<file path="config.mk">
export PLATFORM = sky130hd
export DESIGN_NAME = csp_top
export DESIGN_NICKNAME = d
export VERILOG_FILES = /design/src/hw/csp_pkg.sv /design/src/hw/csp_sync.sv /design/src/hw/csp_top.sv
export SDC_FILE = /design/constraint.sdc
export NUM_CORES = 1
export LEC_CHECK = 0
export BUFFER_PORTS_ARGS = -buffer_cell sky130_fd_sc_hd__buf_4
export CORE_UTILIZATION = 49
export DETAILED_ROUTE_END_ITERATION = 8
export PLACE_DENSITY = 0.72
export SLEW_MARGIN = 40
export SYNTH_ARGS = -nofsm -noshare
export SYNTH_HDL_FRONTEND = slang
export SYNTH_SLANG_ARGS = --single-unit
export TNS_END_PERCENT = 50
</file>
<file path="constraint.sdc">
create_clock -name sys_clk -period 2.2 [get_ports sys_clk]
set_clock_uncertainty 0.2 [all_clocks]
set_input_delay 0.11 -clock sys_clk [delete_from_list [all_inputs] [get_ports sys_clk]]
set_output_delay 0.11 -clock sys_clk [all_outputs]
set_load 0.05 [all_outputs]
</file>
<file path="src/hw/csp_pkg.sv">
package csp_pkg;
   // register offsets on the internal register port
   localparam logic [7:0] CHG_CTL_ADDR = 8'h01;
   localparam logic [7:0] SUPV_ADDR = 8'h02;
   localparam logic [7:0] ILIM_ADDR = 8'h03;

   // charge control layout and reset
   localparam int TERM_LSB = 6;
   localparam int ICC_LSB = 2;
   localparam int CHG_EN_BIT = 1;
   localparam logic [7:0] CHG_CTL_RST = 8'h47;

   // supervisor layout and reset
   localparam int LED_CUR_BIT = 5;
   localparam int LED_EN_BIT = 4;
   localparam int TEMP_WIN_BIT = 3;
   localparam logic LED_CUR_RST = 1'h1;
   localparam logic LED_EN_RST = 1'h1;
   localparam logic TEMP_WIN_RST = 1'h0;

   // current limit field
   localparam logic [1:0] ILIM_RST = 2'h0;
   localparam logic [1:0] ILIM_PIN = 2'h0;
   localparam logic [1:0] ILIM_100 = 2'h1;
   localparam logic [1:0] ILIM_500 = 2'h2;
   localparam logic [1:0] ILIM_800 = 2'h3;

   // termination voltage codes
   localparam logic [1:0] TERM_410 = 2'h0;
   localparam logic [1:0] TERM_420 = 2'h1;
   localparam logic [1:0] TERM_438 = 2'h2;

   // highest full-rate current code allowed under each usb limit
   localparam logic [3:0] ICC_MAX_100 = 4'h0;
   localparam logic [3:0] ICC_MAX_500 = 4'h4;
   localparam logic [3:0] ICC_MAX_800 = 4'h7;

   // status codes
   localparam logic [2:0] ST_OFF = 3'h0;
   localparam logic [2:0] ST_PREQ = 3'h1;
   localparam logic [2:0] ST_CC = 3'h2;
   localparam logic [2:0] ST_CV = 3'h3;
   localparam logic [2:0] ST_ERR = 3'h4;
   localparam logic [2:0] ST_DONE = 3'h5;
   localparam logic [2:0] ST_TMR = 3'h6;
   localparam logic [2:0] ST_TOP = 3'h7;

   // synchronised pin count
   localparam int NSYNC = 12;

   typedef enum logic [7:0] {
      CS_OFF = 8'h01,
      CS_PREQ = 8'h02,
      CS_CC = 8'h04,
      CS_CV = 8'h08,
      CS_TOP = 8'h10,
      CS_DONE = 8'h20,
      CS_TERR = 8'h40,
      CS_TMR = 8'h80
   } csp_chg_t;

   typedef enum logic [1:0] {
      BF_OFF = 2'h0,
      BF_REG = 2'h1,
      BF_ON = 2'h2
   } csp_bfet_t;
endpackage

</file>
<file path="src/hw/csp_sync.sv">
`timescale 1ns/1ps
module csp_sync (
   // clock and reset
   input wire logic sys_clk,
   input wire logic rst_n,
   // pins
   input wire logic [csp_pkg::NSYNC-1:0] async_in,
   output logic [csp_pkg::NSYNC-1:0] sync_out
);
   typedef struct packed {
      logic [csp_pkg::NSYNC-1:0] stage1;
      logic [csp_pkg::NSYNC-1:0] stage2;
   } csp_sync_t;

   csp_sync_t st_ff;
   csp_sync_t nxt_st;

   always_comb begin
      nxt_st.stage1 = async_in;
      nxt_st.stage2 = st_ff.stage1;
   end

   always_ff @(posedge sys_clk) begin
      if (!rst_n) begin
         st_ff <= '0;
      end else begin
         st_ff <= nxt_st;
      end
   end

   assign sync_out = st_ff.stage2;
endmodule

</file>
<file path="src/hw/csp_top.sv">
`timescale 1ns/1ps
module csp_top (
   // clock and reset
   input wire logic sys_clk,
   input wire logic rst_n,
   // register port
   input wire logic reg_wr,
   input wire logic reg_rd,
   input wire logic [7:0] reg_addr,
   input wire logic [7:0] reg_wdata,
   output logic [7:0] reg_rdata,
   // power and usb pins
   input wire logic adapter_present,
   input wire logic usb_power_input,
   input wire logic usb_suspend_pin,
   input wire logic usb_limit_select_pin,
   // analog comparators
   input wire logic vbat_above_fullrate,
   input wire logic [2:0] vbat_below_restart,
   input wire logic vbat_at_term,
   input wire logic eoc_current,
   input wire logic temp_ok,
   input wire logic sys_over_limit,
   // charger timers
   input wire logic topoff_done,
   input wire logic safety_timeout,
   // charger and routing controls
   output logic usb_path_fet_on,
   output logic [1:0] battery_fet_mode,
   output logic usb_path_enable,
   output logic batt_supplement,
   output logic sys_from_usb,
   output logic [1:0] usb_limit_code,
   output logic [3:0] charge_current_code,
   output logic charge_active,
   output logic safety_timer_clear,
   output logic led_current_hi,
   output logic led_enable,
   output logic temp_window_45
);
   typedef struct packed {
      csp_pkg::csp_chg_t chg;
      logic [7:0] chg_ctl;
      logic led_cur;
      logic led_en;
      logic temp_win;
      logic [1:0] ilim;
      logic [7:0] rdata;
      logic usb_fet;
      csp_pkg::csp_bfet_t bfet;
      logic usb_en;
      logic supp;
      logic from_usb;
      logic [1:0] lim;
      logic [3:0] icc;
      logic active;
      logic tclr;
      logic en_prev;
   } csp_state_t;

   csp_state_t st_ff;
   csp_state_t nxt_st;
   logic [csp_pkg::NSYNC-1:0] pin_s;
   logic adp, usb_pw, susp, isel, above_fr, at_term, eoc, t_ok, over;
   logic [2:0] below;
   logic usb_on, ext, en, restart_hit;
   logic [2:0] stat;

   csp_sync u_sync (
      .sys_clk(sys_clk),
      .rst_n(rst_n),
      .async_in({adapter_present, usb_power_input, usb_suspend_pin, usb_limit_select_pin,
                 vbat_above_fullrate, vbat_below_restart, vbat_at_term, eoc_current,
                 temp_ok, sys_over_limit}),
      .sync_out(pin_s)
   );

   assign {adp, usb_pw, susp, isel, above_fr, below, at_term, eoc, t_ok, over} = pin_s;

   function automatic logic [2:0] stat_code(input csp_pkg::csp_chg_t s);
      case (s)
         csp_pkg::CS_PREQ: stat_code = csp_pkg::ST_PREQ;
         csp_pkg::CS_CC: stat_code = csp_pkg::ST_CC;
         csp_pkg::CS_CV: stat_code = csp_pkg::ST_CV;
         csp_pkg::CS_TOP: stat_code = csp_pkg::ST_TOP;
         csp_pkg::CS_DONE: stat_code = csp_pkg::ST_DONE;
         csp_pkg::CS_TERR: stat_code = csp_pkg::ST_ERR;
         csp_pkg::CS_TMR: stat_code = csp_pkg::ST_TMR;
         default: stat_code = csp_pkg::ST_OFF;
      endcase
   endfunction

   // resolves the active limit from field and pin; the pin alone never reaches 800 mA
   function automatic logic [1:0] active_limit(input logic [1:0] fld, input logic pin);
      case (fld)
         csp_pkg::ILIM_PIN: active_limit = pin ? csp_pkg::ILIM_500 : csp_pkg::ILIM_100;
         default: active_limit = fld;
      endcase
   endfunction

   function automatic logic [3:0] clamp_icc(input logic [3:0] icc, input logic [3:0] cap);
      clamp_icc = (icc > cap) ? cap : icc;
   endfunction

   assign usb_on = usb_pw & ~susp;
   assign ext = adp | usb_on;
   assign en = st_ff.chg_ctl[csp_pkg::CHG_EN_BIT];
   assign stat = stat_code(st_ff.chg);

   // restart comparator chosen by termination code; reserved code falls back to 4.0V
   always_comb begin
      case (st_ff.chg_ctl[csp_pkg::TERM_LSB +: 2])
         csp_pkg::TERM_410: restart_hit = below[0];
         csp_pkg::TERM_438: restart_hit = below[2];
         default: restart_hit = below[1];
      endcase
   end

   always_comb begin
      logic [3:0] cap;
      logic chg_now;
      cap = csp_pkg::ICC_MAX_100;
      chg_now = 1'b0;
      nxt_st = st_ff;
      nxt_st.tclr = 1'b0;
      nxt_st.en_prev = en;

      // register writes; status and reserved bits have no storage
      if (reg_wr) begin
         case (reg_addr)
            csp_pkg::CHG_CTL_ADDR: nxt_st.chg_ctl = reg_wdata;
            csp_pkg::SUPV_ADDR: begin
               nxt_st.led_cur = reg_wdata[csp_pkg::LED_CUR_BIT];
               nxt_st.led_en = reg_wdata[csp_pkg::LED_EN_BIT];
               nxt_st.temp_win = reg_wdata[csp_pkg::TEMP_WIN_BIT];
            end
            csp_pkg::ILIM_ADDR: nxt_st.ilim = reg_wdata[1:0];
            default: begin
            end
         endcase
      end

      // registered read data; unmapped offsets read zero
      if (reg_rd) begin
         case (reg_addr)
            csp_pkg::CHG_CTL_ADDR: nxt_st.rdata = st_ff.chg_ctl;
            csp_pkg::SUPV_ADDR: nxt_st.rdata = {2'h0, st_ff.led_cur, st_ff.led_en, st_ff.temp_win, stat};
            csp_pkg::ILIM_ADDR: nxt_st.rdata = {6'h0, st_ff.ilim};
            default: nxt_st.rdata = 8'h00;
         endcase
      end

      // re-enabling the charger restarts the safety timer
      if (en && !st_ff.en_prev) begin
         nxt_st.tclr = 1'b1;
      end

      // charger sequence
      case (st_ff.chg)
         csp_pkg::CS_DONE: begin
            // completion holds even with enable clear; only a restart or loss of power leaves it
            if (!ext) begin
               nxt_st.chg = csp_pkg::CS_OFF;
            end else if (restart_hit && en) begin
               nxt_st.chg = csp_pkg::CS_CC;
               nxt_st.tclr = 1'b1;
            end
         end
         csp_pkg::CS_OFF: begin
            if (ext && en) begin
               nxt_st.chg = csp_pkg::CS_PREQ;
               nxt_st.tclr = 1'b1;
            end
         end
         csp_pkg::CS_TMR: begin
            // expiry is latched until power or enable goes away
            if (!ext || !en) begin
               nxt_st.chg = csp_pkg::CS_OFF;
            end
         end
         csp_pkg::CS_TERR: begin
            if (!ext || !en) begin
               nxt_st.chg = csp_pkg::CS_OFF;
            end else if (t_ok) begin
               nxt_st.chg = csp_pkg::CS_PREQ;
               nxt_st.tclr = 1'b1;
            end
         end
         default: begin
            if (!ext || !en) begin
               nxt_st.chg = csp_pkg::CS_OFF;
            end else if (!t_ok) begin
               nxt_st.chg = csp_pkg::CS_TERR;
            end else if (safety_timeout) begin
               nxt_st.chg = csp_pkg::CS_TMR;
            end else begin
               case (st_ff.chg)
                  csp_pkg::CS_PREQ: if (above_fr) nxt_st.chg = csp_pkg::CS_CC;
                  csp_pkg::CS_CC: if (at_term) nxt_st.chg = csp_pkg::CS_CV;
                  csp_pkg::CS_CV: if (eoc) nxt_st.chg = csp_pkg::CS_TOP;
                  csp_pkg::CS_TOP: if (topoff_done) nxt_st.chg = csp_pkg::CS_DONE;
                  default: nxt_st.chg = csp_pkg::CS_OFF;
               endcase
            end
         end
      endcase

      // limit follows field and pin every cycle and caps the usb charge current in the routing below
      nxt_st.lim = active_limit(st_ff.ilim, isel);
      case (nxt_st.lim)
         csp_pkg::ILIM_500: cap = csp_pkg::ICC_MAX_500;
         csp_pkg::ILIM_800: cap = csp_pkg::ICC_MAX_800;
         default: cap = csp_pkg::ICC_MAX_100;
      endcase

      chg_now = (st_ff.chg == csp_pkg::CS_PREQ) || (st_ff.chg == csp_pkg::CS_CC) ||
                (st_ff.chg == csp_pkg::CS_CV) || (st_ff.chg == csp_pkg::CS_TOP);
      nxt_st.active = chg_now;

      // power routing: adapter wins over usb
      if (adp) begin
         nxt_st.usb_fet = 1'b0;
         nxt_st.bfet = csp_pkg::BF_REG;
         nxt_st.usb_en = 1'b0;
         nxt_st.supp = 1'b0;
         nxt_st.from_usb = 1'b0;
         nxt_st.icc = st_ff.chg_ctl[csp_pkg::ICC_LSB +: 4];
      end else if (usb_on) begin
         nxt_st.usb_fet = 1'b1;
         nxt_st.usb_en = 1'b1;
         nxt_st.from_usb = above_fr;
         nxt_st.supp = over;
         nxt_st.bfet = over ? csp_pkg::BF_ON : csp_pkg::BF_REG;
         nxt_st.icc = clamp_icc(st_ff.chg_ctl[csp_pkg::ICC_LSB +: 4], cap);
      end else begin
         nxt_st.usb_fet = 1'b0;
         nxt_st.bfet = csp_pkg::BF_ON;
         nxt_st.usb_en = 1'b0;
         nxt_st.supp = 1'b0;
         nxt_st.from_usb = 1'b0;
         nxt_st.icc = st_ff.chg_ctl[csp_pkg::ICC_LSB +: 4];
      end
   end

   always_ff @(posedge sys_clk) begin
      if (!rst_n) begin
         st_ff.chg <= csp_pkg::CS_OFF;
         st_ff.chg_ctl <= csp_pkg::CHG_CTL_RST;
         st_ff.led_cur <= csp_pkg::LED_CUR_RST;
         st_ff.led_en <= csp_pkg::LED_EN_RST;
         st_ff.temp_win <= csp_pkg::TEMP_WIN_RST;
         st_ff.ilim <= csp_pkg::ILIM_RST;
         st_ff.rdata <= 8'h00;
         st_ff.usb_fet <= 1'b0;
         st_ff.bfet <= csp_pkg::BF_ON;
         st_ff.usb_en <= 1'b0;
         st_ff.supp <= 1'b0;
         st_ff.from_usb <= 1'b0;
         st_ff.lim <= csp_pkg::ILIM_100;
         st_ff.icc <= 4'h0;
         st_ff.active <= 1'b0;
         st_ff.tclr <= 1'b0;
         st_ff.en_prev <= 1'b1;
      end else begin
         st_ff <= nxt_st;
      end
   end

   assign reg_rdata = st_ff.rdata;
   assign usb_path_fet_on = st_ff.usb_fet;
   assign battery_fet_mode = st_ff.bfet;
   assign usb_path_enable = st_ff.usb_en;
   assign batt_supplement = st_ff.supp;
   assign sys_from_usb = st_ff.from_usb;
   assign usb_limit_code = st_ff.lim;
   assign charge_current_code = st_ff.icc;
   assign charge_active = st_ff.active;
   assign safety_timer_clear = st_ff.tclr;
   assign led_current_hi = st_ff.led_cur;
   assign led_enable = st_ff.led_en;
   assign temp_window_45 = st_ff.temp_win;
endmodule

</file>
After elaboration in Yosys (flattened, before gate mapping)
Cells that the tools add are included.
{"block": "totals", "regBits": 68, "inputBits": 34, "word_cells": 99, "output_inout_bits": 25}
{"block": "classes", "eq_ne": 22, "bitwise_logic": 5, "n_reduce_logical": 18, "muxes": 34, "n_lt_le_gt_ge": 1}
{"op": "$mux 8", "count": 13}
{"op": "$pmux 8 s4", "count": 2}
{"op": "$eq 8x2->1 const B", "count": 3}
{"op": "$ne 8x7->1 const B", "count": 3}
{"op": "$pmux 8 s3", "count": 1}
{"op": "$pmux 3 s7", "count": 1}
{"op": "$eq 8x1->1 const B", "count": 2}
{"op": "$mux 4", "count": 3}
{"op": "$eq 8x3->1 const B", "count": 1}
{"op": "$eq 8x4->1 const B", "count": 1}
{"op": "$eq 8x5->1 const B", "count": 1}
{"op": "$eq 8x6->1 const B", "count": 1}
{"op": "$eq 8x7->1 const B", "count": 1}
{"op": "$eq 8x8->1 const B", "count": 1}
{"op": "$ne 8x8->1 const B", "count": 1}
{"op": "$reduce_and 8->1", "count": 1}
{"op": "$eq 2x2->1 const B", "count": 3}
{"op": "$mux 1", "count": 6}
{"op": "$mux 2", "count": 3}
{"op": "$mux 6", "count": 1}
{"op": "$pmux 3 s2", "count": 1}
{"op": "$reduce_and 2->1", "count": 3}
{"op": "$mux 5", "count": 1}
{"op": "$gt 4x4->1", "count": 1}
{"op": "other kinds (14)", "count": 25}

Depth between registers and ports, before layout
{"block": "logic_depth", "word_depth": 8, "depth_mapped": 9, "mapped_depth_nobuf": 9}

Modules after synthesis
A second synthesis with hierarchy kept.
{"block": "unflattened", "hier_cells": 330, "area_unflattened_um2": 3085.5}
{"mod": "csp_top", "seq_area_each_um2": 860.8, "instances": 1, "cells_per_inst": 280, "area_per_inst_um2": 2409.8}
{"mod": "csp_sync", "seq_area_each_um2": 480.5, "instances": 1, "cells_per_inst": 50, "area_per_inst_um2": 675.6}

Worst setup path before layout
No wires, ideal clock.
{"block": "synth_timing", "path_type": "register to register", "from": "register st_ff[36] (netlist bit)", "to": "register st_ff[41] (netlist bit)", "required_ns": 1.930, "period_less_slack_ns": 2.192, "path_stages_with_launch": 8, "setup_time_ns": 0.070, "setup_slack_ns": 0.008, "arrival_time_ns": 1.922, "path_buffers": 1, "path_cell_list": "dfxtp_1 > buf_4 > nor4_4 > a311oi_2 > o2111ai_2 > nand4_4 > or4_1 > a21oi_1"}
{"block": "synth_between", "elab_chain_len": 6}
{"element": "from (decl)", "line": "csp_top.sv:61", "text": "csp_state_t st_ff;"}
{"element": "from (signal assigned)", "line": "csp_top.sv:265", "text": "st_ff <= nxt_st;"}
{"element": "$eq 8x5->1, or another cell as far along", "line": "csp_top.sv:197", "text": "case (st_ff.chg)"}
{"element": "$pmux 8 s4", "line": "csp_top.sv:197"}
{"element": "$mux 8", "line": "csp_top.sv:194", "text": "end else if (safety_timeout) begin"}
{"element": "$mux 8", "line": "csp_top.sv:192", "text": "end else if (!t_ok) begin"}
{"element": "$mux 8", "line": "csp_top.sv:190", "text": "if (!ext || !en) begin"}
{"element": "$pmux 8 s4", "line": "csp_top.sv:159", "text": "case (st_ff.chg)"}
Parallel ways exist; a longest one is shown, timed or not.
A chain may end at the register's enable or synchronous reset.

Worst setup path after layout
{"block": "layout_timing", "from": "register st_ff[37] (netlist bit)", "to": "register st_ff[41] (netlist bit)"}
Same word-level chain as after synthesis.

==> metrics <==
Longest Clk Path Bufs 2; Synth area leaders dfxtp_1, and2_1, buf_4, nand3_1, nand2_1; fin nets 457; initial antenna violation count 0; total number of vias 2675; library cells used by synthesis 58; Least-Margin Pin Slew roughly 0.6 ns; largest family of logic cells by synthesized area simple AND/OR/NAND/NOR gates; XOR/XNOR share of the synthesized area 0.01165; 1st-iter DRT viols 237; violated checks DRC; crit path max fanout 8; CP bufs+invs 0; Clock transition at path regs around 0.070 ns; fillcell total 450; # IOs 59; Slowest-stage cell, CP or4_1; delay-heaviest family, CP simple AND/OR/NAND/NOR gates; post-synthesis compound-gate area fraction 0.1365; status finished, violations left; Mapped Nets 363; fraction of registers with async set/reset 0; Synth Instances 326; drt total wl 7067 µm; Period Utilization, post-route 0.9944; most common flop cell mapped by yosys dfxtp_1; Cell Rows 28; post-synthesis sequential area ratio 0.4461; per-cell routed wire length 14.16 µm; largest net degree at the start of global routing 43; final hold violations 0; setup TNS 0 ns; Post-Synth Adder-Cell Area 0.01248; Total GRT Usage 0.2310; Fmax achieved 457.1 MHz; RSZ-0062 raised after global routing yes; crit path DAT 2.25 ns; GPL Wtd Cong 0.8729; register area 1358 µm²; Max-Cap Viols 0; kind of critical path reg -> reg; design area around 4100 µm²; clock sinks 67; Die Height 80.33 µm; met3 routed WL 313 µm; core footprint 5921 µm²; via-per-instance ratio 5.361; chip width 80.33 µm; P_leak 1.781 nW; Root Driver clkbuf_8; Slew Viols, Final 0; crit-path cells nor4_4, a311oi_2, o2111ai_2, nand4_4, or4_1, a21oi_1; pwr dens 748.5 nW/µm²; TritonCTS clock tree done; max layer used met4; Worst Setup End Kind flip-flop; Post-Synth Simple-Gate Area 0.2692; setup ws final 0.01235 ns; Yosys top cell area share 0.4461; Initial Utilization 0.5078; Slew HR 0.5921; Multi-input gate area around 1500 µm²; CP peak stage delay 0.48 ns; Max VDD drop 455.1 µV; TritonRoute pass-1 iters 6; Port Buffers 58; gr ovfl total 0; mux cell area share after synthesis 0.03412; Clk Latency, worst-skew pair 0.34 ns; first-pass GRT wire length 11250 µm; Final setup viols 0; Ys Warns 0; Mapped Area 3007 µm²; DRC 2; CTS buffer count 9; post-layout util 0.6942; number of routed nets with antenna violations 0; minimum hold slack 0.01209 ns; DP HPWL 4900 µm; Synth Register Bits 67; Place WS -0.06571 ns; layout cells sized above 1 0.3349; n_diodes 0; # H-tree levels 3; vias in the first global route 2399; worst path required time 2.26 ns; dpl cell area between 3000 and 4000 µm²; syn avg cell area a little over 9 µm²; die area 6453 µm²; Area Growth Syn to Fin 36.70%; met1 WL 3175 µm; met2 WL post-DR between 3000 and 4000 µm; min Tclk post-route 2.188 ns; Worst setup SP type flip-flop; worst hold-check path type in -> reg; cell accounting for the most synthesized area dfxtp_1; number of flops mapped to enable cells by yosys 0
==> worst register-to-register path: stages, from the launching register on <==
cell and delay, ns:
dfxtp_4 0.39, nor4_4 0.40, a311oi_2 0.19, o2111ai_2 0.14, nand4_4 0.13, or4_1 0.48, a21oi_1 0.17
==> cell families (layout without fill, tap and decap cells) <==
family	Yosys count	count (layout)
mux	10	10
compound gates	60	60
fa+ha+maj	3	3
simple gates	138	138
buf+inv	44	142
flops	67	67
xor+xnor	4	4
==> per-stage QoR <==
stage / total power [W] / cells
2_1_floorplan: 0.001676 / 326
3_3_place_gp: 0.001883 / 457
3_5_place_dp: 0.001888 / 457
4_1_cts: 0.003040 / 497
5_1_grt: 0.003212 / 499
6_report: 0.003076 / 499
==> state kept, by name, summed over array words and instances, names as in the netlist <==
register	count
u_sync.nxt_st	12
en	1
led_enable	1
temp_window_45	1
charge_current_code	4
battery_fet_mode	2
reg_rdata	8
st_ff	18
usb_limit_code	2
usb_path_fet_on	1
u_sync.sync_out	12
safety_timer_clear	1
batt_supplement	1
sys_from_usb	1
charge_active	1
led_current_hi	1
==> per-layer routing <==
layer / vias up / global-route usage
met2: 88 / 0.3709
met3: 11 / 0.06364
met1: 1260 / 0.2976
met5: - / 0
met4: 0 / 0.07679
li1: 1316 / -
==> layout make-up <==
cell class	count	area share
inverter	10	0.009132
clock buffer	11	0.03440
tap	75	0.02283
sequential	67	0.3303
timing repair buffer	117	0.2289
multi-input combinational	215	0.3562
clock inverter	4	0.01826
==> cells in the final DEF, fill, tap and decap left out, types with 10 or more instances in the layout <==
cell	count
buf_4	92
clkbuf_8	10
nor2_1	16
a21oi_1	11
nand3_1	26
nand2_1	24
dlygate4sd3_1	25
and2_1	28
dfxtp_1	58
o21ai_0	13
inv_1	10
==> repair_timing <==
action	in CTS	in global routing
buffers inserted	0	2
endpoints found under the hold margin	30	0
setup endpoints to repair	5	10
hold buffers	25	0
gates resized for setup	7	18
pin swaps	0	3
==> final timing paths <==
kind	to	cells past startpoint	startpoint	slack (ns)
min	st_ff[24]	4	reg_addr[0]	0.01
max reg2reg	st_ff[41]	6	st_ff[37]	0.01
max	st_ff[41]	6	st_ff[37]	0.01
min reg2reg	safety_timer_clear	1	st_ff[0]	0.21
==> power breakdown <==
part	total (W)	internal, W	switching (W)
logic	0.000650	0.000331	0.000319
clock network	0.00111	0.000663	0.000449
registers	0.00131	0.00126	0.0000517
total	0.00308	0.00226	0.000820
==> cells in the mapped netlist (3+ instances only) <==
library cell   n
dfxtp_1       67
and2_1        28
nand3_1       26
nand2_1       24
buf_4         19
nor2_1        17
o21ai_0       14
a21oi_1       13
inv_1         10
clkbuf_1       8
mux2i_1        8
a31oi_1        5
nand2b_1       5
nor2b_1        5
a22oi_1        4
buf_6          4
nor3_1         4
nor4b_1        4
xor2_1         4
a2bb2oi_1      3
buf_2          3
ha_1           3
o211ai_1       3
Note: power is estimated with default switching activity, not from simulation.
